`src/rtl/spi_unit_pkg.sv`:
```
// constants and state types shared by the serial unit and its rate generator
`default_nettype none

package spi_unit_pkg;

	////////////////////////////////////////////////////////////////////////
	// character and rate generator sizes
	localparam int CHAR_BITS = 8;
	localparam int RATE_BITS = 16;
	localparam logic [3:0] LAST_BIT = 4'h7;
	localparam logic [7:0] ALL_ONES = 8'hff;

	////////////////////////////////////////////////////////////////////////
	// unit enable pair codes
	localparam logic [1:0] PAIR_OFF = 2'h0;
	localparam logic [1:0] PAIR_RX_ONLY = 2'h1;
	localparam logic [1:0] PAIR_TX_ONLY = 2'h2;

	// protocol select field codes
	localparam logic [2:0] PROTO_PLAIN = 3'h0;
	localparam logic [2:0] PROTO_AUDIO = 3'h2;
	localparam int PROTO_FRAMED_BIT = 1;

	////////////////////////////////////////////////////////////////////////
	// shift engine states
	typedef enum logic [1:0]
	{
		ENG_IDLE = 2'b00,
		ENG_MASTER = 2'b01,
		ENG_SLAVE = 2'b10
	} engine_e;

	// whole state of the serial unit
	typedef struct packed
	{
		engine_e engine;
		logic [7:0] tx_hold;
		logic [7:0] shift;
		logic [7:0] rx_hold;
		logic [3:0] bit_count;
		logic tx_loaded;
		logic rx_full;
		logic underrun;
		logic collision;
		logic abort;
		logic overrun;
		logic select_value;
		logic end_of_frame;
		logic frame_last;
		logic rx_select;
		logic sck;
		logic out_bit;
		logic sck_prev;
		logic sel_n_prev;
		logic sel_prev;
		logic done;
		logic [5:0] irq_prev;
		logic irq;
	} unit_state_s;

	localparam unit_state_s UNIT_RESET = '0;

	// whole state of the rate generator
	typedef struct packed
	{
		logic [RATE_BITS-1:0] count;
	} rate_state_s;

	localparam rate_state_s RATE_RESET = '0;

endpackage : spi_unit_pkg

`default_nettype wire

```
`src/rtl/rate_generator.sv`:
```
// reloading down counter that paces the serial clock and the timer
`default_nettype none

module rate_generator
	import spi_unit_pkg::*;
(
	input wire logic clock_i,
	input wire logic reset_i,
	input wire logic [RATE_BITS-1:0] reload_i,
	input wire logic run_i,
	input wire logic restart_i,
	output logic tick_o
);

	rate_state_s state;
	rate_state_s next_state;
	logic [RATE_BITS-1:0] reload_less;

	////////////////////////////////////////////////////////////////////////
	// zero reload wraps to all ones, giving a full 65536 cycle span
	assign reload_less = reload_i - 16'h0001;
	assign tick_o = run_i && (state.count == 16'h0000);

	// count down, reload on expiry, restart or idle
	always_comb
	begin
		next_state = state;
		if (restart_i || !run_i || tick_o)
		begin
			next_state.count = reload_less;
		end
		else
		begin
			next_state.count = state.count - 16'h0001;
		end
	end

	always_ff @(posedge clock_i)
	begin
		if (reset_i)
		begin
			state <= RATE_RESET;
		end
		else
		begin
			state <= next_state;
		end
	end

endmodule : rate_generator

`default_nettype wire

```
`src/rtl/spi_errors_irq_dma.sv`:
```
// serial unit: shift engines, error flags, interrupt pulse and dma handshake
`default_nettype none

// How it works
// - errors interrupt; each flag cleared by writing one
// - framed master underrun halts clock, drops select
// - plain master pauses instead of flagging underrun
// - slave start with empty transmit sends ones
// - master with select input low flags collision
// - overrun keeps old byte, drops new data
// - slave deselect mid character aborts to idle
// - slave rate counter watchdog reloads on clock edges
// - one cycle interrupt pulse on source rise
// - data interrupts gated by enable, errors not
// - transmit empty clears on write, sets on load
// - receive only hides transmit interrupts, write starts
// - character end loads receive data, sets full
// - transmit only hides receive interrupts
// - disabled timer timeout interrupts without status flags
// - dma requests from flags, done on deselect
// - slave receive only transmits all ones
// - descriptor select loads first byte, eof clears
// - receive status holds select, abort, overrun
// - rate reload sixteen bits, zero means 65536
// - protocol field picks plain or framed audio
module spi_errors_irq_dma
	import spi_unit_pkg::*;
(
	input wire logic clock_i,
	input wire logic reset_i,
	input wire logic [1:0] unit_enable_pair_i,
	input wire logic master_select_i,
	input wire logic select_pin_direction_i,
	input wire logic [2:0] protocol_select_field_i,
	input wire logic data_irq_enable_i,
	input wire logic rate_timer_control_i,
	input wire logic [7:0] rate_high_i,
	input wire logic [7:0] rate_low_i,
	input wire logic tx_write_i,
	input wire logic [7:0] tx_data_i,
	input wire logic rx_read_i,
	input wire logic select_value_write_i,
	input wire logic select_value_i,
	input wire logic tx_end_of_frame_i,
	input wire logic clear_underrun_i,
	input wire logic clear_collision_i,
	input wire logic clear_abort_i,
	input wire logic clear_overrun_i,
	input wire logic tx_dma_ack_i,
	input wire logic rx_dma_ack_i,
	input wire logic dma_first_byte_i,
	input wire logic dma_select_value_i,
	input wire logic dma_end_of_frame_strobe_i,
	input wire logic serial_clock_i,
	input wire logic select_n_i,
	input wire logic data_in_i,
	output logic serial_clock_o,
	output logic serial_clock_oe_o,
	output logic select_n_o,
	output logic select_n_oe_o,
	output logic data_out_o,
	output logic data_out_oe_o,
	output logic [7:0] rx_data_o,
	output logic tx_empty_flag_o,
	output logic rx_full_flag_o,
	output logic tx_underrun_flag_o,
	output logic collision_flag_o,
	output logic slave_abort_flag_o,
	output logic rx_overrun_flag_o,
	output logic select_value_o,
	output logic tx_end_of_frame_o,
	output logic [3:0] rx_descriptor_status_o,
	output logic tx_dma_request_o,
	output logic rx_dma_request_o,
	output logic tx_dma_done_o,
	output logic rx_dma_done_o,
	output logic irq_o
);

	unit_state_s state;
	unit_state_s next_state;
	logic enabled, plain, framed, tx_empty, tx_accept, rx_take;
	logic master_start, watchdog_run, timer_run, rate_run, rate_restart;
	logic rate_tick, sck_rise, sck_fall, sel_fall, sel_active;
	logic char_done, ev_under, ev_col, ev_abort, ev_over;
	logic tx_gated, rx_gated;
	logic [7:0] captured, slave_load;
	logic [5:0] sources;

	// set wins over a write-one clear in the same cycle
	function automatic logic flag_update(input logic old, input logic clr,
		input logic set);
		flag_update = (old && !clr) || set;
	endfunction : flag_update

	////////////////////////////////////////////////////////////////////////
	// mode decode
	assign enabled = unit_enable_pair_i != PAIR_OFF;
	assign plain = protocol_select_field_i == PROTO_PLAIN;
	assign framed = protocol_select_field_i[PROTO_FRAMED_BIT];
	assign tx_empty = enabled && !state.tx_loaded;
	assign tx_accept = (tx_write_i || tx_dma_ack_i) && tx_empty;
	assign rx_take = rx_read_i || rx_dma_ack_i;

	// slave clock and select edges, pins are already synchronous
	assign sck_rise = serial_clock_i && !state.sck_prev;
	assign sck_fall = !serial_clock_i && state.sck_prev;
	assign sel_fall = !select_n_i && state.sel_n_prev;
	assign sel_active = master_select_i ? state.select_value : !select_n_i;

	// master starts a character only once data is written
	assign master_start = (state.engine == ENG_IDLE) && enabled
		&& master_select_i && state.tx_loaded
		&& !(plain && state.rx_full
		&& (unit_enable_pair_i != PAIR_TX_ONLY));

	// rate generator sharing: master clock, slave watchdog, disabled timer
	assign watchdog_run = enabled && !master_select_i
		&& rate_timer_control_i && !select_n_i;
	assign timer_run = !enabled && rate_timer_control_i;
	assign rate_run = (state.engine == ENG_MASTER) || watchdog_run
		|| timer_run;
	assign rate_restart = master_start
		|| (watchdog_run && (sck_rise || sck_fall || sel_fall));

	// slave source: ones when empty or receive only
	assign slave_load = (tx_empty || unit_enable_pair_i == PAIR_RX_ONLY)
		? ALL_ONES : state.tx_hold;
	assign captured = {state.shift[6:0], data_in_i};

	rate_generator u_rate
	(
		.clock_i(clock_i),
		.reset_i(reset_i),
		.reload_i({rate_high_i, rate_low_i}),
		.run_i(rate_run),
		.restart_i(rate_restart),
		.tick_o(rate_tick)
	);

	////////////////////////////////////////////////////////////////////////
	// interrupt sources, data sources gated, errors always
	assign tx_gated = tx_empty && data_irq_enable_i
		&& (unit_enable_pair_i != PAIR_RX_ONLY);
	assign rx_gated = state.rx_full && data_irq_enable_i && enabled
		&& (unit_enable_pair_i != PAIR_TX_ONLY);
	assign sources = {tx_gated, state.underrun, state.collision,
		state.abort, state.overrun, rx_gated};

	////////////////////////////////////////////////////////////////////////
	// next state of the whole unit
	always_comb
	begin
		next_state = state;
		char_done = 1'b0;
		ev_under = 1'b0;
		ev_abort = 1'b0;
		ev_over = 1'b0;
		ev_col = 1'b0;
		next_state.sck_prev = serial_clock_i;
		next_state.sel_n_prev = select_n_i;
		// command bits from software and the dma
		if (select_value_write_i)
		begin
			next_state.select_value = select_value_i;
			next_state.end_of_frame = tx_end_of_frame_i;
		end
		if (tx_accept)
		begin
			next_state.tx_hold = tx_data_i;
			next_state.tx_loaded = 1'b1;
			if (dma_first_byte_i)
			begin
				next_state.select_value = dma_select_value_i;
			end
			if (dma_end_of_frame_strobe_i)
			begin
				next_state.end_of_frame = 1'b1;
			end
		end
		// shift engines
		unique case (state.engine)
			ENG_IDLE:
			begin
				if (master_start)
				begin
					next_state.engine = ENG_MASTER;
					next_state.shift = state.tx_hold;
					next_state.out_bit = state.tx_hold[7];
					next_state.tx_loaded = 1'b0;
					next_state.frame_last = state.end_of_frame;
					next_state.bit_count = 4'h0;
				end
				else if (enabled && !master_select_i && !select_n_i)
				begin
					next_state.engine = ENG_SLAVE;
					next_state.bit_count = 4'h0;
				end
			end
			ENG_MASTER:
			begin
				if (rate_tick && !state.sck)
				begin
					next_state.sck = 1'b1;
					next_state.out_bit = state.shift[7];
				end
				else if (rate_tick)
				begin
					next_state.sck = 1'b0;
					next_state.shift = captured;
					next_state.bit_count = state.bit_count + 4'h1;
					if (state.bit_count == LAST_BIT)
					begin
						char_done = 1'b1;
						next_state.engine = ENG_IDLE;
						next_state.bit_count = 4'h0;
						if (state.frame_last)
						begin
							next_state.select_value = 1'b0;
							next_state.end_of_frame = 1'b0;
						end
						else if (tx_empty && framed)
						begin
							ev_under = 1'b1;
							next_state.select_value = 1'b0;
						end
					end
				end
			end
			ENG_SLAVE:
			begin
				if (select_n_i || (watchdog_run && rate_tick))
				begin
					// deselect mid character or watchdog expiry
					ev_abort = !select_n_i
						|| (state.bit_count != 4'h0);
					next_state.engine = ENG_IDLE;
					next_state.bit_count = 4'h0;
				end
				else if (sck_rise && state.bit_count == 4'h0)
				begin
					next_state.shift = slave_load;
					next_state.out_bit = slave_load[7];
					next_state.tx_loaded = 1'b0;
					ev_under = tx_empty;
				end
				else if (sck_rise)
				begin
					next_state.out_bit = state.shift[7];
				end
				else if (sck_fall)
				begin
					next_state.shift = captured;
					next_state.bit_count = state.bit_count + 4'h1;
					if (state.bit_count == LAST_BIT)
					begin
						char_done = 1'b1;
						next_state.bit_count = 4'h0;
					end
				end
			end
			default:
			begin
				next_state.engine = ENG_IDLE;
			end
		endcase
		// disabling idles the engine, lowers the clock and empties transmit
		if (!enabled)
		begin
			next_state.engine = ENG_IDLE;
			next_state.tx_loaded = 1'b0;
			next_state.sck = 1'b0;
			next_state.bit_count = 4'h0;
		end
		// character end: receive or overrun
		if (char_done && state.rx_full)
		begin
			ev_over = !(master_select_i && plain);
		end
		else if (char_done)
		begin
			next_state.rx_hold = captured;
			next_state.rx_select = sel_active;
		end
		ev_col = enabled && master_select_i && !select_pin_direction_i
			&& !select_n_i;
		// status flags
		next_state.rx_full = flag_update(state.rx_full, rx_take,
			char_done && !state.rx_full);
		next_state.underrun = flag_update(state.underrun,
			clear_underrun_i, ev_under);
		next_state.collision = flag_update(state.collision,
			clear_collision_i, ev_col);
		next_state.abort = flag_update(state.abort, clear_abort_i,
			ev_abort);
		next_state.overrun = flag_update(state.overrun, clear_overrun_i,
			ev_over);
		// end of transaction toward the dma
		next_state.sel_prev = sel_active;
		next_state.done = state.sel_prev && !sel_active;
		// single pulse on any source rise, or on a timer expiry
		next_state.irq_prev = sources;
		next_state.irq = (|(sources & ~state.irq_prev))
			|| (timer_run && rate_tick);
	end

	always_ff @(posedge clock_i)
	begin
		if (reset_i)
		begin
			state <= UNIT_RESET;
		end
		else
		begin
			state <= next_state;
		end
	end

	////////////////////////////////////////////////////////////////////////
	// outputs
	assign serial_clock_o = state.sck;
	assign serial_clock_oe_o = enabled && master_select_i;
	assign select_n_o = !state.select_value;
	assign select_n_oe_o = enabled && master_select_i
		&& select_pin_direction_i;
	assign data_out_o = state.out_bit;
	assign data_out_oe_o = enabled && (master_select_i || !select_n_i);
	assign rx_data_o = state.rx_hold;
	assign tx_empty_flag_o = tx_empty;
	assign rx_full_flag_o = state.rx_full;
	assign tx_underrun_flag_o = state.underrun;
	assign collision_flag_o = state.collision;
	assign slave_abort_flag_o = state.abort;
	assign rx_overrun_flag_o = state.overrun;
	assign select_value_o = state.select_value;
	assign tx_end_of_frame_o = state.end_of_frame;
	assign rx_descriptor_status_o = {1'b0, state.rx_select, state.abort,
		state.overrun};
	assign tx_dma_request_o = tx_empty
		&& (unit_enable_pair_i != PAIR_RX_ONLY);
	assign rx_dma_request_o = state.rx_full
		&& (unit_enable_pair_i != PAIR_TX_ONLY);
	assign tx_dma_done_o = state.done;
	assign rx_dma_done_o = state.done;
	assign irq_o = state.irq;

	////////////////////////////////////////////////////////////////////////
	// checks on the engines and flags
	a_flag_clear_one: assert property (@(posedge clock_i)
		disable iff (reset_i) $fell(state.overrun) |-> $past(clear_overrun_i))
		else $error("overrun cleared without a one written");
	a_framed_underrun: assert property (@(posedge clock_i)
		disable iff (reset_i) char_done && framed && tx_empty
		&& state.engine == ENG_MASTER && !state.frame_last
		|=> state.underrun && !state.select_value)
		else $error("framed underrun missed");
	a_plain_no_under: assert property (@(posedge clock_i)
		disable iff (reset_i) $rose(state.underrun)
		|-> !$past(master_select_i && plain))
		else $error("plain master raised underrun");
	a_slave_ones: assert property (@(posedge clock_i)
		disable iff (reset_i) state.engine == ENG_SLAVE && !select_n_i
		&& sck_rise && state.bit_count == 4'h0 && tx_empty
		&& !(watchdog_run && rate_tick)
		|=> state.shift == ALL_ONES && state.underrun)
		else $error("slave underrun did not send ones");
	a_collision_set: assert property (@(posedge clock_i)
		disable iff (reset_i) enabled && master_select_i
		&& !select_pin_direction_i && !select_n_i |=> state.collision)
		else $error("collision not flagged");
	a_overrun_keep: assert property (@(posedge clock_i)
		disable iff (reset_i) char_done && state.rx_full
		|=> state.rx_hold == $past(state.rx_hold))
		else $error("receive data overwritten on overrun");
	a_abort_idle: assert property (@(posedge clock_i)
		disable iff (reset_i) state.engine == ENG_SLAVE && select_n_i
		&& state.bit_count != 4'h0 && enabled
		|=> state.abort && state.engine == ENG_IDLE)
		else $error("slave abort not taken");
	a_rx_capture: assert property (@(posedge clock_i)
		disable iff (reset_i) char_done && !state.rx_full
		|=> state.rx_full && state.rx_hold == $past(captured))
		else $error("character end did not load receive data");
	a_irq_follows: assert property (@(posedge clock_i)
		disable iff (reset_i) $rose(state.underrun) |=> state.irq)
		else $error("underrun gave no interrupt pulse");
	a_timer_irq: assert property (@(posedge clock_i)
		disable iff (reset_i) timer_run && rate_tick
		|=> state.irq && $stable(state.overrun))
		else $error("timer expiry gave no interrupt");

endmodule : spi_errors_irq_dma

`default_nettype wire

```
`config.mk`:
```
export PLATFORM = sky130hd
export DESIGN_NAME = spi_errors_irq_dma
export DESIGN_NICKNAME = d
export VERILOG_FILES = /design/src/rtl/spi_unit_pkg.sv /design/src/rtl/rate_generator.sv /design/src/rtl/spi_errors_irq_dma.sv
export SDC_FILE = /design/constraint.sdc
export NUM_CORES = 1
export LEC_CHECK = 0
export BUFFER_PORTS_ARGS = -buffer_cell sky130_fd_sc_hd__clkbuf_2
export CAP_MARGIN = 20
export CORE_MARGIN = 2
export CORE_UTILIZATION = 42
export CTS_CLUSTER_DIAMETER = 200
export CTS_CLUSTER_SIZE = 40
export DETAILED_ROUTE_END_ITERATION = 10
export GPL_ROUTABILITY_DRIVEN = 0
export GPL_TIMING_DRIVEN = 0
export PLACE_DENSITY = 0.74
export SYNTH_ARGS = -nofsm -noshare
export SYNTH_HDL_FRONTEND = slang
export SYNTH_SLANG_ARGS = --single-unit
```
`constraint.sdc`:
```
create_clock -name clock_i -period 3.9 [get_ports clock_i]
set_clock_uncertainty 0.15 [all_clocks]
set_input_delay 0 -clock clock_i [delete_from_list [all_inputs] [get_ports clock_i]]
set_output_delay 0 -clock clock_i [all_outputs]
set_load 0.02 [all_outputs]
```
==> Word level (Yosys, flattened, before mapping) <==
Cells that the tools add are included.
{ "classes": {"n_eq_ne": 20, "addsub": 3, "muxes": 71, "n_bitwise": 4, "reduce_logical": 99} }
{ "ops": {"columns": ["operator", "count"], "rows": [
  ["$mux W8", 8],
  ["$logic_and A1 B1 Y1", 44],
  ["$mux W4", 9],
  ["$mux W1", 34],
  ["$sub A16 B1 Y16 const B", 2],
  ["$mux W2", 12],
  ["$pmux W8 S3", 1],
  ["$logic_not A1 Y1", 19],
  ["$logic_or A1 B1 Y1", 19],
  ["$ne A3 B3 Y1 const B", 6],
  ["$logic_not A16 Y1", 1],
  ["$mux W16", 1],
  ["$reduce_and A7 Y1", 2],
  ["$ne A2 B2 Y1 const B", 6],
  ["$pmux W4 S3", 1],
  ["$reduce_and A5 Y1", 2],
  ["$and A6 B6 Y6", 1],
  ["$ne A2 B1 Y1 const B", 3],
  ["$not A6 Y6", 1],
  ["$pmux W1 S2", 3],
  ["$pmux W2 S3", 1],
  ["$reduce_and A2 Y1", 3],
  ["$reduce_or A6 Y1", 1],
  ["$add A4 B1 Y4 const B", 1],
  ["other kinds (13)", 16]
]} }
{ "word_totals": {"register_bits": 69, "input_bits": 52} }

==> Longest topological paths before layout <==
{ "logic_depth": {"ltp_word": 14, "depth_mapped": 16, "mapped_depth_nobuf": 13} }

==> Modules after synthesis <==
Synthesis repeated with hierarchy kept, for this count alone.
{ "unflattened": {"hier_cells": 500, "area_unflattened_um2": 4185.3} }
{ "by_module_without_submodules": {"columns": ["mod", "area_each_um2", "seq_area_each_um2", "instances", "cells_per_inst"], "rows": [
  ["spi_errors_irq_dma", 2917.8, 1061.0, 1, 353],
  ["rate_generator", 1267.5, 320.3, 1, 147]
]} }

==> Worst setup path after synthesis <==
No wires, ideal clock.
{ "synth_timing": {"kind": "register -> register", "from": "reg u_rate.state[3] in the netlist's numbering", "to": "reg u_rate.state[12] in the netlist's numbering", "t_arrival_ns": 3.547, "synth_period_minus_slack_ns": 3.783, "path_stages_with_launch": 15, "path_slack_ns": 0.117, "n_path_buf": 4, "cell_sequence": "dfxtp_1 -> or4_4 -> buf_6 -> nor2_1 -> or4_1 -> clkbuf_1 -> buf_2 -> mux2i_1 -> ha_1 -> inv_1 -> or4_1 -> clkbuf_1 -> nor4_1 -> xnor2_1 -> a211oi_1"} }
{ "synth_between": {"elab_chain_len": 4, "word_cells_on_any_way": 5, "classes_between": "add/sub: 1; mux: 1; reduce/logical: 3"} }
{ "synth_lines": {"columns": ["item", "line_no", "rtl"], "rows": [
  ["start, declared", "rate_generator.sv:15", "rate_state_s state;"],
  ["start signal, assigned", "rate_generator.sv:46", "state <= next_state;"],
  ["branches (longest 3 deep; another with $sub A16 B1 Y16)", null, null],
  ["$mux W16 (*)", "rate_generator.sv:28", "if (restart_i || !run_i || tick_o)"]
]} }
Mark *: on every way between the ends.
A chain may end at the register's enable or synchronous reset.

==> Worst setup path after layout <==
{ "layout_timing": {"from": "reg state[51] in the netlist's numbering", "to": "reg u_rate.state[12] in the netlist's numbering"} }
{ "layout_between": {"elab_chain_len": 9, "word_cells_on_any_way": 14, "classes_between": "eq/ne: 1; mux: 1; reduce/logical: 12"} }
{ "layout_lines": {"columns": ["item", "line_no", "rtl"], "rows": [
  ["start, declared", "spi_errors_irq_dma.sv:80", "unit_state_s state;"],
  ["start signal, assigned", "spi_errors_irq_dma.sv:315", "state <= next_state;"],
  ["$logic_not A2 Y1", "spi_errors_irq_dma.sv:112", "assign master_start = (state.engine == ENG_IDLE) && enabled"],
  ["$logic_and A1 B1 Y1", "spi_errors_irq_dma.sv:112", null],
  ["$logic_and A1 B1 Y1 (2 in series)", "spi_errors_irq_dma.sv:113", "&& master_select_i && state.tx_loaded"],
  ["$logic_and A1 B1 Y1", "spi_errors_irq_dma.sv:114", "&& !(plain && state.rx_full"],
  ["$logic_or A1 B1 Y1", "spi_errors_irq_dma.sv:124", "|| (watchdog_run && (sck_rise || sck_fall || sel_fall));"],
  ["$logic_or A1 B1 Y1", "rate_generator.sv:28", null],
  ["$logic_or A1 B1 Y1 (*)", "rate_generator.sv:28", null],
  ["$mux W16 (*)", "rate_generator.sv:28", null]
]} }
Mark *: on every way between the ends. The rest lies on a longest branch, timed or not.

==> results.py <==
metrics = {
    "route": {
        "vias": 3921,
        "drc": 0,
        "ant_nets": 0,
        "drt-initial-drc-count": 208,
        "wl_per_cell_um": 14.99,
        "dr.pass1.iters": 6,
        "vias_per_cell": 5.431,
        "wl_mm": 10.82,
    },
    "sta": {
        "finalSetupViolCount": 0,
        "slew_headroom_pct": 41.99,
        "min_period_ns": 3.727,
        "finalHoldViolCount": 0,
        "rsz0062_at_grt": "false",
        "fin_ws_ns": 0.1730,
        "max_freq_ghz": 0.2683,
        "drv_slew": 0,
        "tightest_slew_ns": 0.8702,
        "period_share_pct": 95.57,
    },
    "clock_tree": {
        "cts_tree": "built",
        "htreeDepth": 3,
        "clock-root-buffer": "clkbuf_8",
        "clockBufferDepth": 2,
        "clk_pin_slew_ns": 0.08,
        "numCtsBuffers": 9,
        "insertion_delay_ns": 0.36,
        "cts_num_sinks": 69,
    },
    "die": {
        "fp-row-count": 35,
        "die_x_um": 100.1,
        "io_pins": 83,
        "core_um2": 9109,
        "die_area_um2": 10010,
        "die_y_um": 100.1,
        "initial_utilization_pct": 42.54,
    },
    "synthesis": {
        "synthArstFlopShare_pct": 0,
        "ys_seq_area_share_pct": 35.65,
        "synth_top_area_share_pct": 35.65,
        "synth_area_um2": 3875,
        "syn_avg_cell_area_um2": 8.315,
        "ys_types": 60,
        "synth_edf_count": 0,
        "synth_commonest_cells": "nor2_1 (75), dfxtp_1 (69), mux2i_1 (30)",
        "synth_area_leaders": "dfxtp_1 (36%), mux2i_1 (7.7%), nor2_1 (7.3%), xnor2_1 (2.9%), a211oi_1 (2.7%)",
        "synth_warnings": 0,
        "syn_nets": 526,
        "netlist.top_cell.by_area": "dfxtp_1",
        "ys_seq_elements": 69,
        "synth-main-ff-cell": "dfxtp_1",
        "synthCells": 466,
        "yosys.cell_count.top_type": "nor2_1",
    },
    "global_routing": {
        "grt_pass1_vias": 3645,
        "overflow": 0,
        "grt_max_degree": 15,
        "antenna_found_initial": 0,
        "grt_use_total_pct": 21.38,
        "grt_pass1_wl_mm": 17.24,
    },
    "final_layout": {
        "fill_cells": 825,
        "antenna_cells": 0,
        "post-route-cell-area_um2": 5182,
        "syn_to_final_growth_pct": 33.74,
        "layout-drive-gt1-share_pct": 20.79,
        "nets": 666,
    },
    "power": {
        "leakagePower_nw": 2.138,
        "ir_drop_mv": 0.1957,
        "power_mw": 1.918,
        "cellPowerDensity_nw_per_um2": 370.0,
    },
    "critical_path": {
        "cp.required_ns": 4.02,
        "path_max_fanout": 10,
        "start_kind": "flop",
        "path_class": "flop to flop",
        "end_kind": "flop",
        "cp.arrival_ns": 3.84,
    },
    "place": {
        "portBuffers": 78,
        "dp_slack_ns": -0.5101,
        "placed_area_um2": 4404,
        "hpwl_mm": 7.585,
    },
    "status": {
        "status": "finished clean",
    },
    "flow_run": {
        "drv_cap": 0,
    },
    "hold_path": {
        "hp-class": "input pin to flop",
    },
}
==> stage by stage <==
stage	utilization [%]	instances	TNS [ns]	hold WS, ns
finish	56.90	722	0	0.004072
global route	56.90	722	0	0.07248
CTS	56.43	720	0	0.006470
detailed placement	48.35	655	-2.082	0.09460
global placement	48.35	655	-1.771	0.08839
floorplan	-	466	0	-0.009577
==> cell usage in the layout (no fill, tap or decap), drive strengths merged, types with 9 or more instances in the layout <==
cell / n
a21oi: 20
nor3: 15
nand2b: 13
nand2: 26
xor2: 9
dfxtp: 69
nor2b: 10
a211oi: 14
o21ai: 14
dlygate4sd3: 49
or3: 10
buf: 21
inv: 24
mux2i: 30
nor2: 75
xnor2: 13
clkbuf: 102
==> kinds of logic after synthesis <==
logic type	count (synthesis)	share of synthesized area (%)
and+or+nand+nor	189	24.86
other	1	0.09678
DFF	69	35.65
adders and majority gates	8	2.583
muxes	32	8.331
buffers and inverters	54	6.748
xor gates and xnor gates	22	4.973
AOI/OAI and AO/OA	91	16.76
==> report_power, final <==
part	internal (mW)	total, mW	switching, mW
Combinational	0.206	0.449	0.242
Clock	0.371	0.681	0.310
Sequential	0.747	0.788	0.0415
Total	1.32	1.92	0.593
==> state kept, by name, summed over array words and instances (netlist names), 7 cells and up <==
| name | count |
|---|---|
| captured | 7 |
| u_rate.state | 16 |
| state | 26 |
| rx_data_o | 8 |
==> per-layer routing <==
layer	part of all wire [%]	routed length [µm]	up-vias	GRT usage [%]
met2	48	5221	170	37.73
met4	1.5	164	0	7.060
met3	6.2	666	20	3.064
li1	-	-	1919	-
met1	44	4770	1812	26.84
met5	0	0	-	0
==> cell type report <==
class | count | area [µm²] | share of cell area [%]
multi-input combinational | 343 | 2265 | 43.70
sequential | 69 | 1383 | 26.68
timing repair buffer | 131 | 910.9 | 17.58
buffer | 32 | 181.4 | 3.501
tap | 111 | 138.9 | 2.680
clock buffer | 9 | 123.9 | 2.390
clock inverter | 7 | 105.1 | 2.028
inverter | 20 | 75.07 | 1.449
==> critical path: stages, from the launching register on <==
cell      delay [ns]
dfxtp_1         0.36
inv_1           0.07
ha_1            0.25
and2_1          0.21
or4_4           0.62
clkbuf_4        0.22
mux2i_1         0.19
ha_1            0.23
inv_1           0.12
or4_4           0.60
nor4_2          0.26
xnor2_1         0.11
a211oi_1        0.25
==> worst paths after layout <==
check / cells after the start / slack, ns / to / start
setup / recovery: 12 / 0.17 / u_rate.state[12] / state[51]
hold / removal: 2 / 0.004 / state[5] / reset_i
setup reg to reg: 12 / 0.17 / u_rate.state[12] / state[51]
hold reg to reg: 2 / 0.33 / rx_descriptor_status_o[2] / rx_descriptor_status_o[2]
==> repair_timing <==
action / CTS / global route
buffers inserted: 1 / 3
endpoints found under the setup margin: 6 / 5
resized for setup: 3 / 6
endpoints found under the hold margin: 38 / 0
cloned: 0 / 0
hold buffers: 49 / 0
pin swaps: 1 / 1
(Power assumes the default switching activity.)
